===== config.mk =====
export PLATFORM = sky130hd
export DESIGN_NAME = wwd_window_watchdog
export DESIGN_NICKNAME = d
export VERILOG_FILES = /design/src/shared/wwd_pkg.sv /design/src/shared/wwd_trig_if.sv /design/src/design/wwd_trigger_qual.sv /design/src/design/wwd_window_watchdog.sv
export SDC_FILE = /design/constraint.sdc
export NUM_CORES = 1
export LEC_CHECK = 0
export ABC_CLOCK_PERIOD_IN_PS = 4700
export BUFFER_PORTS_ARGS = -buffer_cell sky130_fd_sc_hd__buf_2
export CAP_MARGIN = 20
export CORE_MARGIN = 1.5
export CORE_UTILIZATION = 55
export CTS_CLUSTER_SIZE = 16
export DETAILED_ROUTE_END_ITERATION = 16
export PLACE_DENSITY = 0.73
export SYNTH_ARGS = -nofsm -noshare
export SYNTH_HDL_FRONTEND = slang
export SYNTH_SLANG_ARGS = --single-unit

===== constraint.sdc =====
create_clock -name clk -period 4.7 [get_ports clk]
set_input_delay 1.175 -clock clk [delete_from_list [all_inputs] [get_ports clk]]
set_output_delay 1.175 -clock clk [all_outputs]
set_load 0.01 [all_outputs]

===== src/shared/wwd_pkg.sv =====
package wwd_pkg;
	localparam int CLK_HZ = 100_000_000;
	localparam int TICK_US = 10;
	localparam int TICK_CYCLES = TICK_US * (CLK_HZ / 1_000_000);
	localparam int PULSE_MIN_US = 10;
	localparam int PULSE_MAX_US = 5000;
	localparam int PULSE_MIN_TICKS = (PULSE_MIN_US + TICK_US - 1) / TICK_US;
	localparam int PULSE_MAX_TICKS = PULSE_MAX_US / TICK_US;
	localparam int T0_TICKS = 1000;
	localparam int T1_TICKS = 5000;
	localparam int T2_TICKS = 1000;
	localparam int T3_TICKS = 1000;
	localparam int T4_TICKS = 4000;
	localparam int T5_TICKS = 4000;
	localparam int T6_TICKS = 1000;
	localparam int TIMER_W = 24;
	localparam int PULSE_W = 16;
	typedef enum logic [4:0] {
		WWD_POR = 5'b0_0001,
		WWD_SYNC = 5'b0_0010,
		WWD_CLOSED = 5'b0_0100,
		WWD_OPEN = 5'b0_1000,
		WWD_RESET = 5'b1_0000
	} wwd_state_type;
endpackage


===== src/shared/wwd_trig_if.sv =====
`timescale 1ns/1ns
interface wwd_trig_if;
	logic tick;
	logic valid_trigger_pulse;
	logic trig_rise;
	logic trig_low;
	logic stuck_error;
	modport producer(output tick, output valid_trigger_pulse,
		output trig_rise, output trig_low, output stuck_error);
	modport consumer(input tick, input valid_trigger_pulse,
		input trig_rise, input trig_low, input stuck_error);
endinterface


===== src/design/wwd_trigger_qual.sv =====
`timescale 1ns/1ns
module wwd_trigger_qual
	import wwd_pkg::*;
(
	input wire logic clk,
	input wire logic reset_n,
	input wire logic trigger_in,
	wwd_trig_if.producer tq
);
	logic [2:0] sync;
	logic level;
	logic [15:0] div;
	logic [PULSE_W-1:0] width;
	logic [2:0] next_sync;
	logic next_level;
	logic [15:0] next_div;
	logic [PULSE_W-1:0] next_width;
	logic next_tick;
	logic next_valid;
	logic next_rise;
	logic next_err;

	always_comb begin
		next_sync = {sync[1:0], trigger_in};
		next_level = (sync[2] == sync[1]) ? sync[1] : level;
		next_tick = (div == 16'(TICK_CYCLES - 1));
		next_div = next_tick ? 16'h0000 : div + 16'h0001;
		next_width = width;
		if (!level && tq.tick && width != '1)
			next_width = width + 1'b1;
		if (level)
			next_width = '0;
		next_rise = !level && next_level;
		next_valid = next_rise && width >= PULSE_W'(PULSE_MIN_TICKS)
			&& width <= PULSE_W'(PULSE_MAX_TICKS);
		next_err = !level && width > PULSE_W'(PULSE_MAX_TICKS);
	end

	always_ff @(posedge clk) begin
		if (!reset_n) begin
			sync <= 3'b111;
			level <= 1'b1;
			div <= 16'h0000;
			width <= '0;
			tq.tick <= 1'b0;
			tq.valid_trigger_pulse <= 1'b0;
			tq.trig_rise <= 1'b0;
			tq.stuck_error <= 1'b0;
		end else begin
			sync <= next_sync;
			level <= next_level;
			div <= next_div;
			width <= next_width;
			tq.tick <= next_tick;
			tq.valid_trigger_pulse <= next_valid;
			tq.trig_rise <= next_rise;
			tq.stuck_error <= next_err;
		end
	end
	assign tq.trig_low = !level;
endmodule // wwd_trigger_qual


===== src/design/wwd_window_watchdog.sv =====
`timescale 1ns/1ns
// Summary of operation
// - valid pulse in sync window starts supervision
// - valid pulse is low 10us to 5ms
// - no pulse in t1 gives reset
// - trigger in closed window gives reset
// - trigger in open window restarts closed
// - no trigger in closed+open gives reset
// - mode low short, high long
// - mode rising moves to long windows
// - mode falling moves to short windows
// - disable low stops trigger supervision
// - floating disable reads as enabled
// - trigger low too long is error
// - error holds reset until trigger high, only while disable is high
// - rising edge during reset restarts t6
// - power-up holds reset for t0
module wwd_window_watchdog
	import wwd_pkg::*;
#(
	parameter int T0 = T0_TICKS,
	parameter int T1 = T1_TICKS,
	parameter int T2 = T2_TICKS,
	parameter int T3 = T3_TICKS,
	parameter int T4 = T4_TICKS,
	parameter int T5 = T5_TICKS,
	parameter int T6 = T6_TICKS
)(
	input wire logic clk,
	input wire logic reset_n,
	input wire logic supply_ok,
	input wire logic trigger_in,
	input wire logic mode,
	input wire logic watchdog_disable_n,
	output logic reset_out,
	output logic long_mode
);
	wwd_trig_if tq();
	wwd_state_type state;
	wwd_state_type next_state;
	logic [TIMER_W-1:0] timer;
	logic [TIMER_W-1:0] next_timer;
	logic [2:0] mode_s;
	logic [2:0] dis_s;
	logic [2:0] sup_s;
	logic mode_f;
	logic en_f;
	logic sup_f;
	logic next_mode_f;
	logic next_en_f;
	logic next_sup_f;
	logic next_reset_out;

	wwd_trigger_qual u_qual (
		.clk(clk),
		.reset_n(reset_n),
		.trigger_in(trigger_in),
		.tq(tq)
	);

	////////////////////////////////////////////////////////////////////
	// pin filters
	always_comb begin
		next_mode_f = (mode_s[2] == mode_s[1]) ? mode_s[1] : mode_f;
		next_en_f = (dis_s[2] == dis_s[1]) ? dis_s[1] : en_f;
		next_sup_f = (sup_s[2] == sup_s[1]) ? sup_s[1] : sup_f;
	end

	always_ff @(posedge clk) begin
		if (!reset_n) begin
			mode_s <= 3'b000;
			dis_s <= 3'b111;
			sup_s <= 3'b000;
			mode_f <= 1'b0;
			en_f <= 1'b1;
			sup_f <= 1'b0;
		end else begin
			mode_s <= {mode_s[1:0], mode};
			dis_s <= {dis_s[1:0], watchdog_disable_n};
			sup_s <= {sup_s[1:0], supply_ok};
			mode_f <= next_mode_f;
			en_f <= next_en_f;
			sup_f <= next_sup_f;
		end
	end

	////////////////////////////////////////////////////////////////////
	// window lengths follow the live mode level
	function automatic logic [TIMER_W-1:0] closed_len(input logic lm);
		closed_len = lm ? TIMER_W'(T4) : TIMER_W'(T2);
	endfunction

	function automatic logic [TIMER_W-1:0] open_len(input logic lm);
		open_len = lm ? TIMER_W'(T5) : TIMER_W'(T3);
	endfunction

	////////////////////////////////////////////////////////////////////
	// supervision state machine
	always_comb begin
		next_state = state;
		next_timer = timer;
		if (tq.tick && timer != '0)
			next_timer = timer - 1'b1;
		unique case (state)
		WWD_POR: begin
			if (!sup_f) begin
				next_timer = TIMER_W'(T0);
			end else if (timer == '0) begin
				next_state = WWD_SYNC;
				next_timer = TIMER_W'(T1);
			end
		end
		WWD_SYNC: begin
			if (tq.valid_trigger_pulse) begin
				next_state = WWD_CLOSED;
				next_timer = closed_len(mode_f);
			end else if (timer == '0) begin
				next_state = WWD_RESET;
				next_timer = TIMER_W'(T6);
			end
		end
		WWD_CLOSED: begin
			if (tq.valid_trigger_pulse) begin
				next_state = WWD_RESET;
				next_timer = TIMER_W'(T6);
			end else if (mode_f != long_mode) begin
				next_timer = closed_len(mode_f);
			end else if (timer == '0) begin
				next_state = WWD_OPEN;
				next_timer = open_len(mode_f);
			end
		end
		WWD_OPEN: begin
			if (tq.valid_trigger_pulse) begin
				next_state = WWD_CLOSED;
				next_timer = closed_len(mode_f);
			end else if (mode_f != long_mode) begin
				next_timer = open_len(mode_f);
			end else if (timer == '0) begin
				next_state = WWD_RESET;
				next_timer = TIMER_W'(T6);
			end
		end
		WWD_RESET: begin
			if (tq.trig_rise) begin
				next_timer = TIMER_W'(T6);
			end else if (timer == '0 && !tq.trig_low) begin
				next_state = WWD_SYNC;
				next_timer = TIMER_W'(T1);
			end
		end
		default: begin
			next_state = WWD_POR;
			next_timer = TIMER_W'(T0);
		end
		endcase
		if (!sup_f) begin
			next_state = WWD_POR;
			next_timer = TIMER_W'(T0);
		end else if (!en_f && state != WWD_POR) begin
			next_state = WWD_SYNC;
			next_timer = TIMER_W'(T1);
		end
		next_reset_out = !(next_state == WWD_POR
			|| next_state == WWD_RESET);
		if (tq.stuck_error && en_f)
			next_reset_out = 1'b0;
	end

	always_ff @(posedge clk) begin
		if (!reset_n) begin
			state <= WWD_POR;
			timer <= TIMER_W'(T0);
			reset_out <= 1'b0;
			long_mode <= 1'b0;
		end else begin
			state <= next_state;
			timer <= next_timer;
			reset_out <= next_reset_out;
			long_mode <= mode_f;
		end
	end
endmodule // wwd_window_watchdog


== Word level (Yosys, flattened, before mapping) ==
Cells that the tools add are included.
Cells by class
  equal/unequal tests: 15
  multiplexer cells: 28
  reductions and logical operators: 21
  magnitude comparators: 3
  $add $sub $neg: 3
  bitwise logic cells: 2
Operator list (number)
  $mux 24: 11
  $pmux 24 s5: 1
  $mux 5: 12
  $add 16x1->16 const B: 2
  $pmux 5 s5: 1
  $logic_not 24->1: 1
  $reduce_bool 24->1: 1
  $sub 24x1->24 const B: 1
  $eq 16x10->1 const B: 1
  $ge 16x1->1 const B: 1
  $gt 16x9->1 const B: 1
  $le 16x9->1 const B: 1
  $ne 16x16->1 const B: 1
  $mux 13: 1
  $mux 12: 1
  $eq 5x1->1 const B: 2
  $eq 5x5->1 const B: 2
  $logic_and 1x1->1: 10
  $reduce_or 2->1: 3
  $eq 5x2->1 const B: 1
  $eq 5x3->1 const B: 1
  $eq 5x4->1 const B: 1
  $ne 5x1->1 const B: 1
  $eq 1x1->1: 4
  other kinds (7): 10
Storage, ports and cells
  logic and storage cells: 91
  register bits after elaboration: 83
  input port bits: 6
  output and inout bits: 2

== Depth between registers and ports, before layout ==
Gate-level depths: netlist (run 1).
  word-level depth: 10
  depth in mapped cells: 10
  depth with buffers taken out: 8

== Hierarchy ==
A second synthesis (run 1) with hierarchy kept.
Second synthesis, totals
  cell total of the unflattened synthesis: 515
  area, all modules: 4379.2 sq um
By module, submodules not included
  wwd_window_watchdog: seq. area each 860.8 sq um, times used 1, cells each 304, area an instance 2486.1 sq um
  wwd_trigger_qual: seq. area each 800.8 sq um, times used 1, cells each 211, area an instance 1893.1 sq um

== Least setup slack after synthesis (run 1) ==
OpenSTA, ideal clock, no wires.
  kind: in2reg
  start point: in reset_n
  end point: reg timer[1]
  cell stages on the path: 7
  arrival: 2195 ps
  required time: 4636 ps
  slack: 2441 ps
  setup time: 64 ps
  buffers on the path: 3
  cells stage by stage: nand2_1 -> or3_1 -> buf_2 -> nand2b_4 -> buf_6 -> buf_6 -> nor2_1
Between the ends
  longest elaborated chain between the ends: 2
Ends and longest elaborated chain
  start, declared: RTL line wwd_window_watchdog.sv:30  | input wire logic reset_n,
  $not 1->1 (no line)
  $reduce_or 3->1 (no line)
  end signal, assigned: RTL line wwd_window_watchdog.sv:173  | timer <= TIMER_W'(T0);
  end signal, assigned: RTL line wwd_window_watchdog.sv:178  | timer <= next_timer;
  end, declared: RTL line wwd_window_watchdog.sv:41  | logic [TIMER_W-1:0] timer;
Every way passes these cells.
A chain may end at the register's enable or synchronous reset.

== Worst setup path after layout (run 1) ==
  start point: reg timer[0]
  end point: reg timer[18]
Between the ends
  longest elaborated chain between the ends: 7
  elaborated cells on any way between the ends: 17
  those cells by class: add/sub: 1; mux: 12; reduce/logical: 4
Ends and longest elaborated chain
  branches (longest 6 deep; another with $sub 24x1->24)
  $pmux 24 s5 *: RTL line wwd_window_watchdog.sv:104  | unique case (state)
Every way passes the cells marked *.

==> qor.yml, run 1 <==
wirelength_um: 8070
maxSlewHeadroom: 0.385
antenna_found_initial: 0
worst_pin_slew_ps: 911
h-tree-depth: 3
die_area_um2: 7620
area_growth_pct: 8.36
yosysTopAreaCell: "dfxtp_1"
ys_ff_latch: 83
finalHoldViolations: 0
irDropWorstVdd_mv: 0.279
synth_ff_type: "dfxtp_1"
hp-class: "register to register"
grt_overflow: 0
gp_congestion: 0.910
synth_nets: 474
portBuffers: 7
synth_area_leaders: "dfxtp_1, nor2_1, xor2_1"
drc: 0
vias: 3246
track_usage: 0.220
p_seq_frac: 0.546
cts_buffer_depth: 2
synth_edf_count: 0
final.setup.tns_ps: 0
cts_buffers: 9
cts_hold_buffers: 0
cap_violations: 0
yosysMostFrequentCell: "dfxtp_1"
clockPowerShare: 0.444
die_h_um: 87.3
timing.fmax_mhz: 391
p_total_uw: 1310
io_pins: 8
synth_top_area_share: 0.425
dr.pass1.iters: 4
holdWs_ps: 413
setup_viol: 0
grt_pass1_wl_um: 13100
grt_pass1_vias: 2881
synth-async-reset-ratio: 0
avgViaCountPerCell: 5.69
drtIter0Drc: 108
coreArea_um2: 6830
layout_min_cycle_time_ps: 2560
initial_core_util: 0.572
core.rowCount: 30
finalClockSkew_ps: 7.10
outcome: "complete, no violations"
ant_nets: 0
p_per_area_nw_per_um2: 308
p_leak_uw: 0.00148
wl_per_cell_um: 14.2
cts-resized-gates: 0
cts_setup_buffers: 0
min_period_over_period: 0.545
yosysWarnings: 0
p_int_uw: 1030
cts-root-buf: "clkbuf_8"
worstPathArrival_ps: 2840
num_antenna_cells: 0
worstPathMaxFanout: 8
place_ws_ps: 1920
switching_share: 0.211
nets: 481
synth_cells: 462
synthTopCellsByCount: "dfxtp_1, nor2_1, a21oi_1"
insertion_delay_ps: 350
cts.reportedPaths.clkPinSlew_ps: 80
syn-cell-area_um2: 3910
crit_required_ps: 4980
end_kind: "register"
slew_viol_final: 0
drive_gt1_frac: 0.0759
cts_tree: "built"
comb_power_share: 0.011
dp_hpwl_um: 5670
seq_area_frac_synth: 0.425
critPathLaunchType: "register"
power_switching_uw: 276
ys_types: 56
crit_type: "register to register"
die_w_um: 87.3
cts.sinks: 83
n_fill_cell: 626
setup_ws_ps: 2140
rsz0062_at_grt: "false"
grt_max_degree: 22
avgSynthCellArea_um2: 8.46
-- final timing paths --
path | start | to | slack [ps] | cells past startpoint
min reg2reg | dis_s[0] | dis_s[1] | 410 | 1
min | dis_s[0] | dis_s[1] | 410 | 1
max | timer[0] | timer[18] | 2140 | 8
max reg2reg | timer[0] | timer[18] | 2140 | 8
-- power groups by stage --
stage          sequential (uW)  clock [uW]  combinational [uW]
2_1_floorplan              728           0                10.3
3_3_place_gp               729           0                13.5
3_5_place_dp               729           0                14.0
4_1_cts                    712         587                14.1
5_1_grt                    713         612                15.8
6_report                   712         579                14.1
-- layer usage --
| layer | part of all wire | global-route usage | up-vias | wire length, um |
|---|---|---|---|---|
| met5 | 0 | 0 | - | 0 |
| met4 | 0.028 | 0.113 | 0 | 223 |
| met3 | 0.038 | 0.0341 | 20 | 308 |
| met2 | 0.45 | 0.345 | 78 | 3660 |
| met1 | 0.48 | 0.292 | 1503 | 3880 |
| li1 | - | - | 1645 | - |
-- cell usage in the layout (no fill, tap or decap), drive strengths merged, types with 3 or more instances in the layout --
cell type	count
or2	6
nand3	20
nand3b	5
nor4	14
a31oi	4
dfxtp	83
o21a	4
inv	15
a21oi	28
o21bai	5
or3	16
xor2	24
xnor2	20
nor3	16
clkinv	3
ha	6
nand4	8
buf	8
nand2b	12
nor2	71
nor3b	4
or4	6
and2	7
o21ai	23
clkbuf	10
nand2	25
-- metrics by stage --
stage,cells,cell area (um^2),utilization
3_3_place_gp,553,4000,0.586
2_1_floorplan,462,3910,-
6_report,570,4230,0.620
4_1_cts,569,4230,0.618
5_1_grt,570,4230,0.620
3_5_place_dp,553,4000,0.586
-- flip-flops by register name, indices dropped and copies added (netlist names) --
register	flops
sup_f	1
long_mode	1
en_f	1
u_qual.tq.valid_trigger_pulse	1
mode_f	1
u_qual.level	1
dis_s	3
u_qual.tq.tick	1
u_qual.div	16
reset_out	1
u_qual.width	16
state	5
u_qual.sync	3
u_qual.tq.trig_rise	1
timer	24
u_qual.tq.stuck_error	1
sup_s	3
mode_s	3
-- kinds of logic after synthesis --
group,after synthesis,synth area share
buffers and inverters,26,0.0291
DFF,83,0.425
xor gates and xnor gates,44,0.0987
muxes,1,0.00256
adders and majority gates,6,0.0192
AOI/OAI and AO/OA,84,0.133
and+or+nand+nor,218,0.292
-- area by class of cell --
type	instances	area, um^2	area share
inverter	14	52.6	0.0124
clock buffer	10	138	0.0325
timing repair buffer	8	42.5	0.0101
tap	96	120	0.0284
clock inverter	6	87.6	0.0207
multi-input combinational	353	2130	0.503
sequential	83	1660	0.393
-- worst max-delay path, stage by stage (launching register included) --
cell and delay [ps]:
dfxtp_1 320, inv_1 90, ha_1 180, or3b_1 370, nor3_1 220, o211ai_1 320, or3_1 510, or3_1 340
a21oi_1 140
Power figures use the tool's default switching activity.
==> inputs of run 2 (changes only) <==
ABC_CLOCK_PERIOD_IN_PS = 2640   (was 4700)
clock period = 2.64 ns   (was 4.7 ns; I/O delays follow)
==> run 2 against run 1 <==
  * Clock skew is 1.5 ps higher
  * Fmax grew 7.9%
  * Hold slack hardly changed
  * Utilization up 1.4 points
==> qor.yml, run 2 (synthesized netlist as in run 1, its figures left out) <==
place_ws_ps: 210
gp_congestion: 0.882
initial_core_util: 0.572
setup_ws_ps: 267
end_kind: "register"
post-route-util: 0.634
hp-class: "register to register"
cp_slowest_stage_delay_ps: 430
slew_viol_final: 0
cp_common_cell: "or3_1"
grt_pass1_wl_um: 13600
cts-root-buf: "clkbuf_8"
timing.fmax_mhz: 421
cts_buffer_depth: 2
io_pins: 8
irDropWorstVdd_mv: 0.489
largestRegisters: "timer: 24 flops, u_qual.div: 16 flops, u_qual.width: 16 flops"
cts.reportedPaths.clkPinSlew_ps: 90
setup_viol: 0
cts_setup_buffers: 0
grt_max_degree: 21
worstPathArrival_ps: 2660
grt_overflow: 0
cap_violations: 0
ant_nets: 0
avgViaCountPerCell: 5.70
h-tree-depth: 3
wirelength_um: 7970
nets: 492
p_per_area_nw_per_um2: 538
largest_reg_flops: 24
vias: 3310
fin_area_um2: 4330
p_leak_uw: 0.00153
area_growth_pct: 10.9
dr.pass1.iters: 5
antenna_found_initial: 0
cts_tree: "built"
layout_min_cycle_time_ps: 2370
crit_required_ps: 2930
die_area_um2: 7620
final.setup.tns_ps: 0
worstPathMaxFanout: 7
cts_buffers: 9
min_period_over_period: 0.899
crit_type: "register to register"
cts.sinks: 83
finalHoldViolations: 0
num_antenna_cells: 0
path_cells: "inv_1, ha_1, or3b_1, nor3_1, o211ai_1, or3_1, or3_1, a21oi_1"
core.rowCount: 30
drive_gt1_frac: 0.101
layout_common_cells: "dfxtp_1, nor2_1, a21oi_1"
worst_pin_slew_ps: 708
dp_hpwl_um: 5750
rsz0062_at_grt: "false"
insertion_delay_ps: 350
die_w_um: 87.3
outcome: "complete, no violations"
layout_commonest_cell: "dfxtp_1"
track_usage: 0.228
slowest_stage: "or3_1"
grt_pass1_vias: 2939
critPathBufInv: 1
critPathLaunchType: "register"
drtIter0Drc: 134
placed_area_um2: 4090
maxSlewHeadroom: 0.524
die_h_um: 87.3
regMostFlops: "timer"
finalClockSkew_ps: 8.62
coreArea_um2: 6830
wl_per_cell_um: 13.7
crit_family: "simple AND/OR/NAND/NOR gates"
drc: 0
portBuffers: 7
## run 2: changes by cell type in the layout (fill, tap and decap cells not counted)
cell        before  now
nor4_2           0    1
clkinv_2         2    0
clkbuf_8        10    9
clkinvlp_4       0    1
inv_8            0    2
buf_4            1   12
or2_1            1    0
or2_4            0    1
nor4_1          14   13
## run 2: where the power goes
part | total (uW) | switching, uW | internal, uW
Sequential | 1270 | 6.46 | 1260
Clock | 1040 | 486 | 550
Combinational | 26.3 | 14.5 | 11.8
## run 2: per-stage QoR
step	instances	power (uW)	hold slack, ps
floorplan	462	1310	386
CTS	581	2360	416
global route	581	2410	425
detailed placement	565	1320	394
finish	581	2330	412
global placement	565	1320	390
## run 2: path summary, 6_finish.rpt
kind                                      from             end  slack [ps]  cells past startpoint
worst min register to register  u_qual.sync[0]  u_qual.sync[1]         410                      1
worst min-delay path            u_qual.sync[0]  u_qual.sync[1]         410                      1
worst max-delay path                  timer[0]       timer[22]         270                      8
worst max register to register        timer[0]       timer[22]         270                      8
## run 2: per-layer routing
layer / track usage / vias up / part of all wire
met2: 0.366 / 85 / 0.46
met1: 0.297 / 1543 / 0.47
met4: 0.0693 / 0 / 0.012
met5: 0 / - / 0
met3: 0.0635 / 10 / 0.049
li1: - / 1672 / -
## run 2: final cells by class
cell class                      instances  area, um^2
Timing Repair Buffer                   19         125
Inverter                               14        52.6
Sequential cell                        83        1660
Clock inverter                          7         108
Clock buffer                            9         124
Multi-Input combinational cell        353        2140
Fill cell                             597        2500
Tap cell                               96         120
## run 2: repair_timing
item | 4_1_cts | 5_1_grt
endpoints found under the setup margin | 0 | 3
hold buffers | 0 | 0
gates resized for setup | 0 | 2
==> inputs of run 3 (changes only) <==
CORE_UTILIZATION = 43   (was 55)
PLACE_DENSITY = 0.6   (was 0.73)
==> run 3 against run 2 <==
  * Largest power group unchanged
  * Critical path depth is 2 lower
  * Clock power shrank 20%
  * Combinational power is essentially flat
  * Critical path type unchanged
  * Final area decreased by 0.52%
  * Power fell by 8.9%
  * Fmax is 1.8% lower
  * First-iteration DRC count is 0.75% higher
  * Utilization decreased by 14 points
  * Sequential power about the same
  * Sequential cell count stayed put
==> qor.yml, run 3 (synthesized netlist as in run 1, its figures left out) <==
outcome: "complete, no violations"
largestRegisters: "timer: 24 flops, u_qual.div: 16 flops, u_qual.width: 16 flops"
largest_reg_flops: 24
num_antenna_cells: 0
cts.sinks: 83
area_growth_pct: 10.3
critPathLaunchType: "register"
regToRegStartpoint: "timer[18]"
clockPowerShare: 0.391
nets: 495
avgViaCountPerCell: 5.45
p_leak_uw: 0.00151
slowest_stage: "nor4_1"
timing.fmax_mhz: 414
track_usage: 0.177
p_int_uw: 1620
cap_violations: 0
cts_buffers: 9
rr_worst_depth: 6
comb_power_share: 0.012
portBuffers: 7
vias: 3248
reg2reg_to: "reset_out"
power_switching_uw: 504
layout_common_cells: "dfxtp_1, nor2_1, a21oi_1"
final.setup.tns_ps: 0
drive_gt1_frac: 0.105
holdPathEnd: "dis_s[1]"
path_cells: "nor4_1, nand3b_1, nor3_1, mux2i_1, a311o_1, a221oi_1"
slew_viol_final: 0
insertion_delay_ps: 350
switching_share: 0.237
drtIter0Drc: 135
h-tree-depth: 3
dr.pass1.iters: 4
end_kind: "register"
drc: 0
initial_core_util: 0.446
grt_overflow: 0
core.rowCount: 34
layout_commonest_cell: "dfxtp_1"
cts-root-buf: "clkbuf_8"
cts_buffer_depth: 2
crit_family: "simple AND/OR/NAND/NOR gates"
regMostFlops: "timer"
layout_min_cycle_time_ps: 2420
p_seq_frac: 0.597
die_w_um: 98.3
worst_pin_slew_ps: 751
crit_required_ps: 2900
r2r_slack_ps: 220
cts_tree: "built"
grt_pass1_wl_um: 14000
gp_congestion: 0.837
io_pins: 8
dp_hpwl_um: 5870
die_area_um2: 9660
cp_slowest_stage_delay_ps: 440
worstPathMaxFanout: 9
irDropWorstVdd_mv: 0.267
wl_per_cell_um: 13.7
hp-start: "dis_s[0]"
p_per_area_nw_per_um2: 493
coreArea_um2: 8760
grt_pass1_vias: 3021
grt_max_degree: 21
cts.reportedPaths.clkPinSlew_ps: 90
die_h_um: 98.3
hp-class: "register to register"
antenna_found_initial: 0
holdWs_ps: 414
setup_viol: 0
min_period_over_period: 0.915
maxSlewHeadroom: 0.494
hold_depth: 1
ant_nets: 0
crit_type: "register to register"
critPathBufInv: 0
worstPathArrival_ps: 2670
finalClockSkew_ps: 13.4
wirelength_um: 8140
finalHoldViolations: 0
-- run 3: cell count changes in the layout (fill, tap and decap cells not counted) --
cell	previous run	this run
buf_4	12	15
bufinv_16	2	0
clkinvlp_4	1	3
inv_8	2	0
clkinv_2	0	1
clkinv_4	1	2
nor4_1	13	14
nor4_2	1	0
-- run 3: layout make-up --
class,instances,area [um^2]
fillers,859,4460
multi-input cells,353,2130
flip-flops and latches,83,1660
repair buffers,22,148
well taps,108,135
clock buffers,9,124
clock inverters,7,53.8
inverters,14,52.6
-- run 3: worst max path at each step --
stage | from | end | slack (ps) | depth (start not counted)
floorplan | timer[0] | timer[18] | 390 | 9
global placement | timer[19] | reset_out | 230 | 6
detailed placement | timer[0] | timer[3] | 240 | 8
CTS | timer[0] | timer[3] | 210 | 8
global route | timer[19] | reset_out | -1 | 6
finish | timer[18] | reset_out | 220 | 6
-- run 3: power groups by stage --
stage / logic (uW) / registers [uW] / clock network (uW)
CTS: 27.6 / 1270 / 859
global route: 30.2 / 1270 / 918
global placement: 26.9 / 1300 / 0
floorplan: 18.3 / 1300 / 0
detailed placement: 27.4 / 1300 / 0
finish: 26.5 / 1270 / 830
-- run 3: metal layers --
metal	wire length, um	vias to the layer above	GRT usage
met5	0	-	0
met4	63	0	0.0650
met3	242	6	0.0301
met2	3700	44	0.279
met1	4140	1528	0.243
li1	-	1670	-
-- run 3: repair_timing --
action                     in CTS  in global routing
hold buffers                    0                  0
setup buffers                   0                  2
resized for setup               0                  1
setup endpoints to repair       0                  2
-- run 3: stage by stage --
step                      worst slack [ps]  utilization  instances  total power, uW  cell area (um^2)
after floorplan                        386            -        462             1310              3910
after global placement                 233        0.469        578             1320              4110
after detailed placement               236        0.469        578             1320              4110
after CTS                              214        0.490        594             2150              4290
after global routing                 -1.09        0.492        596             2220              4310
final                                  225        0.492        596             2120              4310
-- run 3: worst register-to-register path: cells and delay by family (launching register included) --
kind	cells	cell delay [ps]
flip-flops	1	340
multiplexers	1	150
AO/OA/AOI/OAI	2	650
AND/OR/NAND/NOR	3	1190
